===== src/logic/bsd_map.svh =====
// Boundary-scan constants: opcodes aside, offsets, fields and counts
`ifndef BSD_MAP_SVH
`define BSD_MAP_SVH

// Instruction register
`define BSD_IR_W 4
`define BSD_IR_CAPT 4'h1

// Identification word field positions
`define BSD_ID_VER_LSB 28
`define BSD_ID_PART_LSB 12
`define BSD_ID_MFR_LSB 1

// Cells per port pin and their order inside a pin group
`define BSD_PIN_CELLS 3
`define BSD_CELL_PU 0
`define BSD_CELL_OC 1
`define BSD_CELL_DAT 2

// Cells after the pin groups
`define BSD_MISC_CELLS 8
`define BSD_RSTN_OBS 0
`define BSD_HV_OBS 1
`define BSD_EXT_EN 2
`define BSD_EXT_CK 3
`define BSD_XT_EN 4
`define BSD_XT_CK 5
`define BSD_LF_EN 6
`define BSD_LF_CK 7

// Scanned clock lines when their source is off
`define BSD_EXT_IDLE 1'h0
`define BSD_XT_IDLE 1'h1
`define BSD_LF_IDLE 1'h1

// Reset time-out counts in clk_in cycles, one per clock option
`define BSD_TOUT_0 16'h0004
`define BSD_TOUT_1 16'h0040
`define BSD_TOUT_2 16'h0400
`define BSD_TOUT_3 16'h1000

`endif


===== src/logic/bsd_pkg.sv =====
// Boundary-scan types: controller states, opcodes, register select, carriers
package bsd_pkg;

    // Sixteen controller states
    typedef enum logic [3:0] {
        BSD_TAP_TLR = 4'h0,
        BSD_TAP_RTI = 4'h1,
        BSD_TAP_SEL_DR = 4'h2,
        BSD_TAP_CAP_DR = 4'h3,
        BSD_TAP_SH_DR = 4'h4,
        BSD_TAP_EX1_DR = 4'h5,
        BSD_TAP_PAU_DR = 4'h6,
        BSD_TAP_EX2_DR = 4'h7,
        BSD_TAP_UPD_DR = 4'h8,
        BSD_TAP_SEL_IR = 4'h9,
        BSD_TAP_CAP_IR = 4'ha,
        BSD_TAP_SH_IR = 4'hb,
        BSD_TAP_EX1_IR = 4'hc,
        BSD_TAP_PAU_IR = 4'hd,
        BSD_TAP_EX2_IR = 4'he,
        BSD_TAP_UPD_IR = 4'hf
    } bsd_tap_t;

    // Public opcodes
    typedef enum logic [3:0] {
        BSD_OP_EXTEST = 4'h0,
        BSD_OP_IDCODE = 4'h1,
        BSD_OP_SAMPLE = 4'h2,
        BSD_OP_CHIP_RESET = 4'hc,
        BSD_OP_BYPASS = 4'hf
    } bsd_ir_t;

    // Data register on the path
    typedef enum logic [1:0] {
        BSD_DR_BYP = 2'h0,
        BSD_DR_ID = 2'h1,
        BSD_DR_RST = 2'h2,
        BSD_DR_BS = 2'h3
    } bsd_dr_t;

    // Oscillator enable group
    typedef struct packed {
        logic ext_en;
        logic xtal_en;
        logic lf_en;
    } bsd_osc_t;

    // Opcode to data register; unknown opcodes fall to bypass
    function automatic bsd_dr_t bsd_dr_sel(input bsd_ir_t op);
        case (op)
            BSD_OP_EXTEST, BSD_OP_SAMPLE: bsd_dr_sel = BSD_DR_BS;
            BSD_OP_IDCODE: bsd_dr_sel = BSD_DR_ID;
            BSD_OP_CHIP_RESET: bsd_dr_sel = BSD_DR_RST;
            default: bsd_dr_sel = BSD_DR_BYP;
        endcase
    endfunction

endpackage


===== src/logic/bsd_top.sv =====
// Boundary-scan test logic: instruction and data registers, pin cells
//////////////////////////////////////////////////////////////////////
// What this block does
// - Bypass is one stage, cleared on leaving Capture-DR when selected.
// - Identity word holds a 4-bit version, first revision 0x0.
// - Identity word holds a 16-bit part number.
// - Identity word holds an 11-bit maker code.
// - Opcode 0x1 picks the 32-bit identity word; default after reset.
// - A one in the reset register holds the chip in reset.
// - Reset register drives reset directly, with no update latch.
// - After release, reset stays for the fuse-chosen time-out.
// - Instruction register is 4 bits, up to 16 opcodes.
// - Every shift register moves its least significant bit first.
// - Opcode 0x0 drives latched chain outputs on pins once loaded.
// - EXTEST captures pins, shifts chain, updates output latches.
// - Opcode 0x2 samples pins and preloads latches without driving pins.
// - Opcode 0xC picks the reset register, shift only; TAP untouched.
// - Opcode 0xF picks bypass; capture loads zero, shift moves it.
// - No high-impedance opcode; chip reset tri-states the port pins outside EXTEST.
// - Each pin has a pull-up cell plus two-stage pin cell.
// - Cells map to pin input, output bit, direction and pull-up term.
// - Reset pin has two observe cells: normal and high-voltage.
// - Each external oscillator has enable cell and observed clock.
// - Unused scanned clocks read 0 external, 1 for crystals.
// - Port works only with fuse set and disable bit clear.
// - Scan runs on clk_in, sampling the test clock, which must be well below clk_in.
//////////////////////////////////////////////////////////////////////
`timescale 1ns/100ps
`include "bsd_map.svh"
module bsd_top
    import bsd_pkg::*;
#(
    parameter int NPIN = 8,
    parameter logic [3:0] ID_VER = 4'h0,
    parameter logic [15:0] ID_PART = 16'h5a5a, // Arbitrary value
    parameter logic [10:0] ID_MFR = 11'h2a5, // Arbitrary value
    parameter logic [15:0] TOUT_0 = `BSD_TOUT_0,
    parameter logic [15:0] TOUT_1 = `BSD_TOUT_1,
    parameter logic [15:0] TOUT_2 = `BSD_TOUT_2,
    parameter logic [15:0] TOUT_3 = `BSD_TOUT_3
)
(
    // Clock, reset, enable
    input wire logic clk_in,
    input wire logic rst_in,
    input wire logic ce_in,
    // Test access port pins
    input wire logic tck_in,
    input wire logic tms_in,
    input wire logic tdi_in,
    output logic tdo_out,
    output logic tdo_oe_out,
    // Port enable fuse and disable bit
    input wire logic test_port_enable_fuse_in,
    input wire logic test_port_disable_bit_in,
    // Clock option fuses
    input wire logic [1:0] clk_opt_in,
    // Port logic
    input wire logic [NPIN-1:0] pin_direction_bit_in,
    input wire logic [NPIN-1:0] pin_output_bit_in,
    input wire logic global_pullup_disable_in,
    // Port pads
    input wire logic [NPIN-1:0] pin_input_bit_in,
    output logic [NPIN-1:0] pin_oe_out,
    output logic [NPIN-1:0] pin_do_out,
    output logic [NPIN-1:0] pin_pu_out,
    // Reset pin
    input wire logic ext_reset_n_in,
    input wire logic high_voltage_reset_in,
    // Oscillators
    input bsd_osc_t osc_en_in,
    input wire logic external_clock_line_in,
    input wire logic crystal_oscillator_clock_in,
    input wire logic low_freq_crystal_clock_in,
    output bsd_osc_t osc_en_out,
    // Chip reset
    output logic chip_reset_out
);

    //////////////////////////////////////////////////////////////////
    // Sizes and synchroniser slots
    localparam int MB = NPIN * `BSD_PIN_CELLS;
    localparam int BSL = MB + `BSD_MISC_CELLS;
    localparam int I_TCK = 0;
    localparam int I_TMS = 1;
    localparam int I_TDI = 2;
    localparam int I_RSTN = 3;
    localparam int I_HV = 4;
    localparam int I_EXT = 5;
    localparam int I_XT = 6;
    localparam int I_LF = 7;
    localparam int I_PIN = 8;
    localparam int SW = I_PIN + NPIN;

    typedef struct packed {
        logic [SW-1:0] s1;
        logic [SW-1:0] s2;
        logic tck_q;
        logic [`BSD_IR_W-1:0] ir_sh;
        bsd_ir_t ir;
        logic bypass;
        logic [31:0] id_sh;
        logic rst_dr;
        logic [BSL-1:0] bs_sh;
        logic [BSL-1:0] bs_upd;
        logic tdo;
        logic tdo_oe;
        logic [NPIN-1:0] pin_oe;
        logic [NPIN-1:0] pin_do;
        logic [NPIN-1:0] pin_pu;
        bsd_osc_t osc;
        logic chip_rst;
        logic [15:0] tout;
    } bsd_top_st_t;

    bsd_top_st_t r_ff;
    bsd_top_st_t nxt_r;

    logic [SW-1:0] raw;
    logic rise;
    logic fall;
    logic tdi;
    logic en;
    logic extest;
    logic src;
    logic dr_lsb;
    logic [15:0] tout_sel;
    logic [31:0] id_val;
    logic [BSL-1:0] cap;
    logic [NPIN-1:0] sys_pu;
    logic [NPIN-1:0] upd_pu;
    logic [NPIN-1:0] upd_oc;
    logic [NPIN-1:0] upd_od;
    bsd_osc_t upd_osc;
    bsd_tap_t tap_st;
    bsd_dr_t sel;

    //////////////////////////////////////////////////////////////////
    // Raw inputs from outside the clock domain
    assign raw = {pin_input_bit_in, low_freq_crystal_clock_in, crystal_oscillator_clock_in,
                  external_clock_line_in, high_voltage_reset_in, ext_reset_n_in, tdi_in, tms_in, tck_in};

    // Test clock edges from the second sync stage
    assign rise = r_ff.s2[I_TCK] & ~r_ff.tck_q;
    assign fall = ~r_ff.s2[I_TCK] & r_ff.tck_q;
    assign tdi = r_ff.s2[I_TDI];
    assign en = test_port_enable_fuse_in & ~test_port_disable_bit_in;
    assign extest = (r_ff.ir == BSD_OP_EXTEST);
    assign sel = bsd_dr_sel(r_ff.ir);
    assign id_val = {ID_VER, ID_PART, ID_MFR, 1'h1};

    // Controller
    bsd_tap u_tap (
        .clk_in(clk_in),
        .rst_in(rst_in),
        .ce_in(ce_in),
        .step_in(rise),
        .tms_in(r_ff.s2[I_TMS]),
        .hold_in(~en),
        .state_out(tap_st)
    );

    //////////////////////////////////////////////////////////////////
    // System pull-up term and per-pin cells
    assign sys_pu = ~{NPIN{global_pullup_disable_in}} & ~pin_direction_bit_in & pin_output_bit_in;

    genvar gi;
    generate
        for (gi = 0; gi < NPIN; gi++)
        begin : g_pin
            // Capture side of pull-up and pin cells
            assign cap[gi*`BSD_PIN_CELLS+`BSD_CELL_PU] = sys_pu[gi];
            assign cap[gi*`BSD_PIN_CELLS+`BSD_CELL_OC] = pin_direction_bit_in[gi];
            assign cap[gi*`BSD_PIN_CELLS+`BSD_CELL_DAT] = r_ff.s2[I_PIN+gi];
            // Update latch side
            assign upd_pu[gi] = r_ff.bs_upd[gi*`BSD_PIN_CELLS+`BSD_CELL_PU];
            assign upd_oc[gi] = r_ff.bs_upd[gi*`BSD_PIN_CELLS+`BSD_CELL_OC];
            assign upd_od[gi] = r_ff.bs_upd[gi*`BSD_PIN_CELLS+`BSD_CELL_DAT];
        end
    endgenerate

    // Reset pin observe cells
    assign cap[MB+`BSD_RSTN_OBS] = r_ff.s2[I_RSTN];
    assign cap[MB+`BSD_HV_OBS] = r_ff.s2[I_HV];

    // Oscillator enable and observed clock cells
    assign cap[MB+`BSD_EXT_EN] = osc_en_in.ext_en;
    assign cap[MB+`BSD_EXT_CK] = osc_en_in.ext_en ? r_ff.s2[I_EXT] : `BSD_EXT_IDLE;
    assign cap[MB+`BSD_XT_EN] = osc_en_in.xtal_en;
    assign cap[MB+`BSD_XT_CK] = osc_en_in.xtal_en ? r_ff.s2[I_XT] : `BSD_XT_IDLE;
    assign cap[MB+`BSD_LF_EN] = osc_en_in.lf_en;
    assign cap[MB+`BSD_LF_CK] = osc_en_in.lf_en ? r_ff.s2[I_LF] : `BSD_LF_IDLE;
    assign upd_osc = {r_ff.bs_upd[MB+`BSD_EXT_EN], r_ff.bs_upd[MB+`BSD_XT_EN], r_ff.bs_upd[MB+`BSD_LF_EN]};

    // Selected register bit towards TDO
    always_comb
    begin
        case (sel)
            BSD_DR_ID: dr_lsb = r_ff.id_sh[0];
            BSD_DR_RST: dr_lsb = r_ff.rst_dr;
            BSD_DR_BS: dr_lsb = r_ff.bs_sh[0];
            default: dr_lsb = r_ff.bypass;
        endcase
    end

    // Time-out chosen by clock option fuses
    always_comb
    begin
        case (clk_opt_in)
            2'h0: tout_sel = TOUT_0;
            2'h1: tout_sel = TOUT_1;
            2'h2: tout_sel = TOUT_2;
            default: tout_sel = TOUT_3;
        endcase
    end

    // Reset source: register bit or external pin
    assign src = r_ff.rst_dr | ~r_ff.s2[I_RSTN];

    //////////////////////////////////////////////////////////////////
    // Next state
    always_comb
    begin
        nxt_r = r_ff;
        nxt_r.s1 = raw;
        nxt_r.s2 = r_ff.s1;
        nxt_r.tck_q = r_ff.s2[I_TCK];
        // Capture and shift on rising test clock
        if (rise)
        begin
            case (tap_st)
                BSD_TAP_CAP_IR: nxt_r.ir_sh = `BSD_IR_CAPT;
                BSD_TAP_SH_IR: nxt_r.ir_sh = {tdi, r_ff.ir_sh[`BSD_IR_W-1:1]};
                BSD_TAP_CAP_DR:
                begin
                    case (sel)
                        BSD_DR_BYP: nxt_r.bypass = 1'h0;
                        BSD_DR_ID: nxt_r.id_sh = id_val;
                        BSD_DR_BS: nxt_r.bs_sh = cap;
                        default: nxt_r.bypass = r_ff.bypass;
                    endcase
                end
                BSD_TAP_SH_DR:
                begin
                    case (sel)
                        BSD_DR_ID: nxt_r.id_sh = {tdi, r_ff.id_sh[31:1]};
                        BSD_DR_RST: nxt_r.rst_dr = tdi;
                        BSD_DR_BS: nxt_r.bs_sh = {tdi, r_ff.bs_sh[BSL-1:1]};
                        default: nxt_r.bypass = tdi;
                    endcase
                end
                default: nxt_r.ir_sh = r_ff.ir_sh;
            endcase
        end
        // Output and update on falling test clock
        if (fall)
        begin
            nxt_r.tdo_oe = (tap_st == BSD_TAP_SH_IR) | (tap_st == BSD_TAP_SH_DR);
            nxt_r.tdo = (tap_st == BSD_TAP_SH_IR) ? r_ff.ir_sh[0] : dr_lsb;
            if (tap_st == BSD_TAP_UPD_IR)
            begin
                nxt_r.ir = bsd_ir_t'(r_ff.ir_sh);
            end
            if (tap_st == BSD_TAP_TLR)
            begin
                nxt_r.ir = BSD_OP_IDCODE;
            end
            if ((tap_st == BSD_TAP_UPD_DR) && (sel == BSD_DR_BS))
            begin
                nxt_r.bs_upd = r_ff.bs_sh;
            end
        end
        // Port off: TDO not driven, reset register cleared
        if (!en)
        begin
            nxt_r.tdo_oe = 1'h0;
            nxt_r.rst_dr = 1'h0;
        end
        // Reset hold and time-out after release
        nxt_r.tout = src ? tout_sel : ((r_ff.tout != 16'h0) ? r_ff.tout - 16'h1 : r_ff.tout);
        nxt_r.chip_rst = src | (r_ff.tout != 16'h0);
        // Pad control: scan latches under EXTEST, else system, tri-state in reset
        nxt_r.pin_oe = extest ? upd_oc : (r_ff.chip_rst ? '0 : pin_direction_bit_in);
        nxt_r.pin_do = extest ? upd_od : pin_output_bit_in;
        nxt_r.pin_pu = extest ? upd_pu : (r_ff.chip_rst ? '0 : sys_pu);
        nxt_r.osc = extest ? upd_osc : osc_en_in;
    end

    // State register
    always_ff @(posedge clk_in)
    begin
        if (rst_in)
        begin
            r_ff <= '0;
            r_ff.ir <= BSD_OP_IDCODE;
        end
        else if (ce_in)
        begin
            r_ff <= nxt_r;
        end
    end

    // Outputs straight from the state register
    assign tdo_out = r_ff.tdo;
    assign tdo_oe_out = r_ff.tdo_oe;
    assign pin_oe_out = r_ff.pin_oe;
    assign pin_do_out = r_ff.pin_do;
    assign pin_pu_out = r_ff.pin_pu;
    assign osc_en_out = r_ff.osc;
    assign chip_reset_out = r_ff.chip_rst;
endmodule


===== src/logic/bsd_tap.sv =====
// Test access port controller state machine
`timescale 1ns/100ps
module bsd_tap
    import bsd_pkg::*;
(
    // Clock, reset, enable
    input wire logic clk_in,
    input wire logic rst_in,
    input wire logic ce_in,
    // Sampled link
    input wire logic step_in,
    input wire logic tms_in,
    input wire logic hold_in,
    // Controller state
    output bsd_tap_t state_out
);

    typedef struct packed {
        bsd_tap_t st;
    } bsd_tap_st_t;

    bsd_tap_st_t r_ff;
    bsd_tap_st_t nxt_r;

    // Next state on each rising test clock
    always_comb
    begin
        nxt_r = r_ff;
        if (hold_in)
        begin
            nxt_r.st = BSD_TAP_TLR;
        end
        else if (step_in)
        begin
            case (r_ff.st)
                BSD_TAP_TLR: nxt_r.st = tms_in ? BSD_TAP_TLR : BSD_TAP_RTI;
                BSD_TAP_RTI: nxt_r.st = tms_in ? BSD_TAP_SEL_DR : BSD_TAP_RTI;
                BSD_TAP_SEL_DR: nxt_r.st = tms_in ? BSD_TAP_SEL_IR : BSD_TAP_CAP_DR;
                BSD_TAP_CAP_DR: nxt_r.st = tms_in ? BSD_TAP_EX1_DR : BSD_TAP_SH_DR;
                BSD_TAP_SH_DR: nxt_r.st = tms_in ? BSD_TAP_EX1_DR : BSD_TAP_SH_DR;
                BSD_TAP_EX1_DR: nxt_r.st = tms_in ? BSD_TAP_UPD_DR : BSD_TAP_PAU_DR;
                BSD_TAP_PAU_DR: nxt_r.st = tms_in ? BSD_TAP_EX2_DR : BSD_TAP_PAU_DR;
                BSD_TAP_EX2_DR: nxt_r.st = tms_in ? BSD_TAP_UPD_DR : BSD_TAP_SH_DR;
                BSD_TAP_UPD_DR: nxt_r.st = tms_in ? BSD_TAP_SEL_DR : BSD_TAP_RTI;
                BSD_TAP_SEL_IR: nxt_r.st = tms_in ? BSD_TAP_TLR : BSD_TAP_CAP_IR;
                BSD_TAP_CAP_IR: nxt_r.st = tms_in ? BSD_TAP_EX1_IR : BSD_TAP_SH_IR;
                BSD_TAP_SH_IR: nxt_r.st = tms_in ? BSD_TAP_EX1_IR : BSD_TAP_SH_IR;
                BSD_TAP_EX1_IR: nxt_r.st = tms_in ? BSD_TAP_UPD_IR : BSD_TAP_PAU_IR;
                BSD_TAP_PAU_IR: nxt_r.st = tms_in ? BSD_TAP_EX2_IR : BSD_TAP_PAU_IR;
                BSD_TAP_EX2_IR: nxt_r.st = tms_in ? BSD_TAP_UPD_IR : BSD_TAP_SH_IR;
                BSD_TAP_UPD_IR: nxt_r.st = tms_in ? BSD_TAP_SEL_DR : BSD_TAP_RTI;
                default: nxt_r.st = BSD_TAP_TLR;
            endcase
        end
    end

    // State register
    always_ff @(posedge clk_in)
    begin
        if (rst_in)
        begin
            r_ff <= '0;
        end
        else if (ce_in)
        begin
            r_ff <= nxt_r;
        end
    end

    assign state_out = r_ff.st;

endmodule


===== config.mk =====
export PLATFORM = sky130hd
export DESIGN_NAME = bsd_top
export DESIGN_NICKNAME = d
export VERILOG_FILES = /design/src/logic/bsd_pkg.sv /design/src/logic/bsd_top.sv /design/src/logic/bsd_tap.sv
export VERILOG_INCLUDE_DIRS = /design/src /design/src/logic
export SDC_FILE = /design/constraint.sdc
export NUM_CORES = 1
export LEC_CHECK = 0
export BUFFER_PORTS_ARGS = -buffer_cell sky130_fd_sc_hd__buf_4
export CAP_MARGIN = 0
export CORE_MARGIN = 10
export CORE_UTILIZATION = 30
export CTS_CLUSTER_DIAMETER = 80
export CTS_CLUSTER_SIZE = 28
export DETAILED_ROUTE_END_ITERATION = 10
export GPL_TIMING_DRIVEN = 1
export PLACE_DENSITY_LB_ADDON = 0.1
export SYNTH_ARGS = -nofsm -noshare
export SYNTH_HDL_FRONTEND = slang
export SYNTH_SLANG_ARGS = --single-unit
export TNS_END_PERCENT = 30

===== constraint.sdc =====
create_clock -name clk_in -period 4.4 [get_ports clk_in]
set_clock_uncertainty 0.15 [all_clocks]
set_input_delay 0.88 -clock clk_in [delete_from_list [all_inputs] [get_ports clk_in]]
set_output_delay 0.88 -clock clk_in [all_outputs]
set_load 0.01 [all_outputs]

==> run metrics <==
post-synth cell types=57; cells along the critical path=or3b_1 -> a211o_1 -> nand2b_1 -> nor3_1 -> nor3_1; ratio of cells with drive above 1 in the final layout=about an eighth; mapped cell area=0.008024 mm2; RR Startpoint=u_tap.state_out[2]$_SDFFE_PP0P_; CTS tree=yes; pre-CTS setup slack=1.019 ns; clock slew at reported path FFs=approximately 0.070 ns; core area=0.02621 mm2; hold path start=r_ff[125]$_SDFFE_PP0P_; CP required=4.56 ns; cts hold-fix bufs=0; Synth Area in Simple Gates=24.31%; Synth area leaders=dfxtp_1 46%, nor2_1 7.2%, nand2_1 6.4%; n_diodes=0; CP delay by family, top=simple AND/OR/NAND/NOR gates; die area=0.03369 mm2; Cell Pwr Density=393.6 mW/mm2; via count=6,493; Synth Area in XOR/XNOR=approximately 1.2%; Pre-antenna DRT Iters=4; Root Driver=clkbuf_16; PostCTS Resize Cnt=0; initial core utilization=around 31%; most frequent cell on the critical path=nor3_1; initial DRC count=392; Final min period=2.969 ns; Clk Latency, worst-skew pair=0.43 ns; DIE HEIGHT=roughly 180 um; first-pass GRT wire length=34,410 um; CP endpoint kind=flip-flop; Max FO, Critical Path=32; Port-buffer cells=72; largest family of logic cells by synthesized area=simple AND/OR/NAND/NOR gates; clk sinks=roughly 180; FP Rows=59; asr flop ratio synth=0%; Max-Cap Viols=0; number of global-route vias before repair=6,363; status=finished, final reports clean; worst hold-check path type=flip-flop to flip-flop; top_reg_cell synth=dfxtp_1; initial antenna violation count=0; setup TNS=0 ns; DR vias/cell=4.882; leakage power=3.173 nW; nets@finish=~1,000; I/O pins=between 70 and 80; setup ws final=between 1 and 1.5 ns; actual slew at the worst max-slew pin=1.167 ns; VDD IR-drop max=0.1712 mV; maximum clock frequency=between 300 and 400 MHz; Routed Antenna Nets=0; clock buffer depth=2; Area Overhead vs Synth=14.69%; largest net degree at the start of global routing=90; number of fill cells=2,767; period utilisation layout=around two thirds; number of synthesized flops with an enable pin=0; Hold WS=0.3027 ns; synthesized area per cell=8.154 um2; crit path launch=u_tap.state_out[2]$_SDFFE_PP0P_; Die W=183.5 um; Final Max Tran Viols=0; RSZ-0062 raised after global routing=no; gpl congestion=between 0.7 and 0.8; WP buf/inv=0; Synth top area share=45.91%; final core utilization=35.12%; top cell type by total area after synthesis=dfxtp_1; Routed WL=between 20,000 and 25,000 um; setup bufs post-CTS=0; largest stage delay on the critical path=0.73 ns; Post-DP HPWL=13,340 um; grt ovf=0; post-synthesis register bit count=184; startpoint types=flip-flop; Setup CP Type=flip-flop to flip-flop; Slew HR=22.18%; Crit-path slowest cell=nand2b_1; CP arrival=3.12 ns; GRT Overall Usage=12.51%; Fin. Hold Viols=0; Post-Syn Nets=1,029; endpoints failing setup=0; Syn Inst Count=984; clock buffer count from CTS=17; wire per inst=15.65 um; DRC=0; synth warn=0; Seq/Total Area, Yosys=45.91%; mux share of post-synthesis cell area=5.754%; adder-cell area share of the yosys netlist=0.3119%; Power, Total=3.622 mW; share of the synthesized area in compound gates (AO/OA/AOI/OAI)=15.76%; CTS HTree Levels=4
==> cells in the final DEF, fill, tap and decap left out, types with 5 or more instances in the layout <==
cell	n
dfxtp_1	184
mux2i_1	45
nand2b_1	13
buf_4	83
o21ai_0	11
nand2_1	137
nor3_1	44
nand4_1	5
xnor2_1	6
nand3_1	27
a211oi_1	39
a311oi_1	23
nand3b_1	5
nor3b_1	14
xor2_1	5
nor4_1	6
inv_1	8
a21oi_1	93
inv_6	6
clkbuf_16	17
nor2_1	152
==> sequential cells by signal, indices dropped and copies added, names as in the netlist <==
name	flops
pin_do_out	8
osc_en_out	3
cap	10
u_tap.state_out	4
chip_reset_out	1
pin_pu_out	8
pin_oe_out	8
nxt_r	17
r_ff	123
tdo_out	1
tdo_oe_out	1
==> cell type report <==
cell class	instances	area, um2	area share (%)
timing repair buffer	84	643.1	6.988
inverter	8	30.03	0.3263
tap	335	419.2	4.555
sequential	184	3684	40.03
clock buffer	17	425.4	4.623
multi-input combinational	687	3820	41.51
clock inverter	15	181.4	1.971
==> where the power goes <==
| part | total (mW) | switching, mW | internal, mW |
|---|---|---|---|
| Sequential | 1.74 | 0.0304 | 1.70 |
| Clock | 1.60 | 0.734 | 0.861 |
| Combinational | 0.292 | 0.164 | 0.128 |
==> path summary, 6_finish.rpt <==
kind,endpoint,slack [ns],cells after the start
min reg2reg,r_ff[125]$_SDFFE_PP0P_,0.30,2
max,r_ff[119]$_SDFFE_PP0P_,1.43,5
min,r_ff[125]$_SDFFE_PP0P_,0.30,2
max reg2reg,r_ff[119]$_SDFFE_PP0P_,1.43,5
==> stage by stage <==
step,std cells,instance area (um2)
final,1330,9203
after global placement,1298,8596
after CTS,1330,9203
after global routing,1330,9203
after floorplan,984,8024
after detailed placement,1298,8596
==> worst min-delay path, cell delays in order, from the launching register on <==
cell and delay (ns):
dfxtp_1 0.31, nand2_1 0.05, a21oi_1 0.05
==> synth_stat cells, drive strengths merged, types with 16 or more instances <==
cell type and n:
clkbuf 63, a21oi 93, nor2 154, dfxtp 184, mux2i 45, nand2 137
nand3 27, nor3 44, a311oi 23, a211oi 39, buf 42, o21ai 16
==> cells by family after synthesis <==
family                     count (synthesis)
muxes                                     46
buffers and inverters                    113
adders and majority gates                  2
AOI/OAI and AO/OA                        197
xor gates and xnor gates                  11
and+or+nand+nor                          431
DFF                                      184
==> routing by layer <==
metal	track usage [%]	wire length (um)
met5	0	0
met4	3.246	125
met3	2.688	642
met2	19.81	9614
met1	16.87	10440
(Power assumes the default switching activity.)
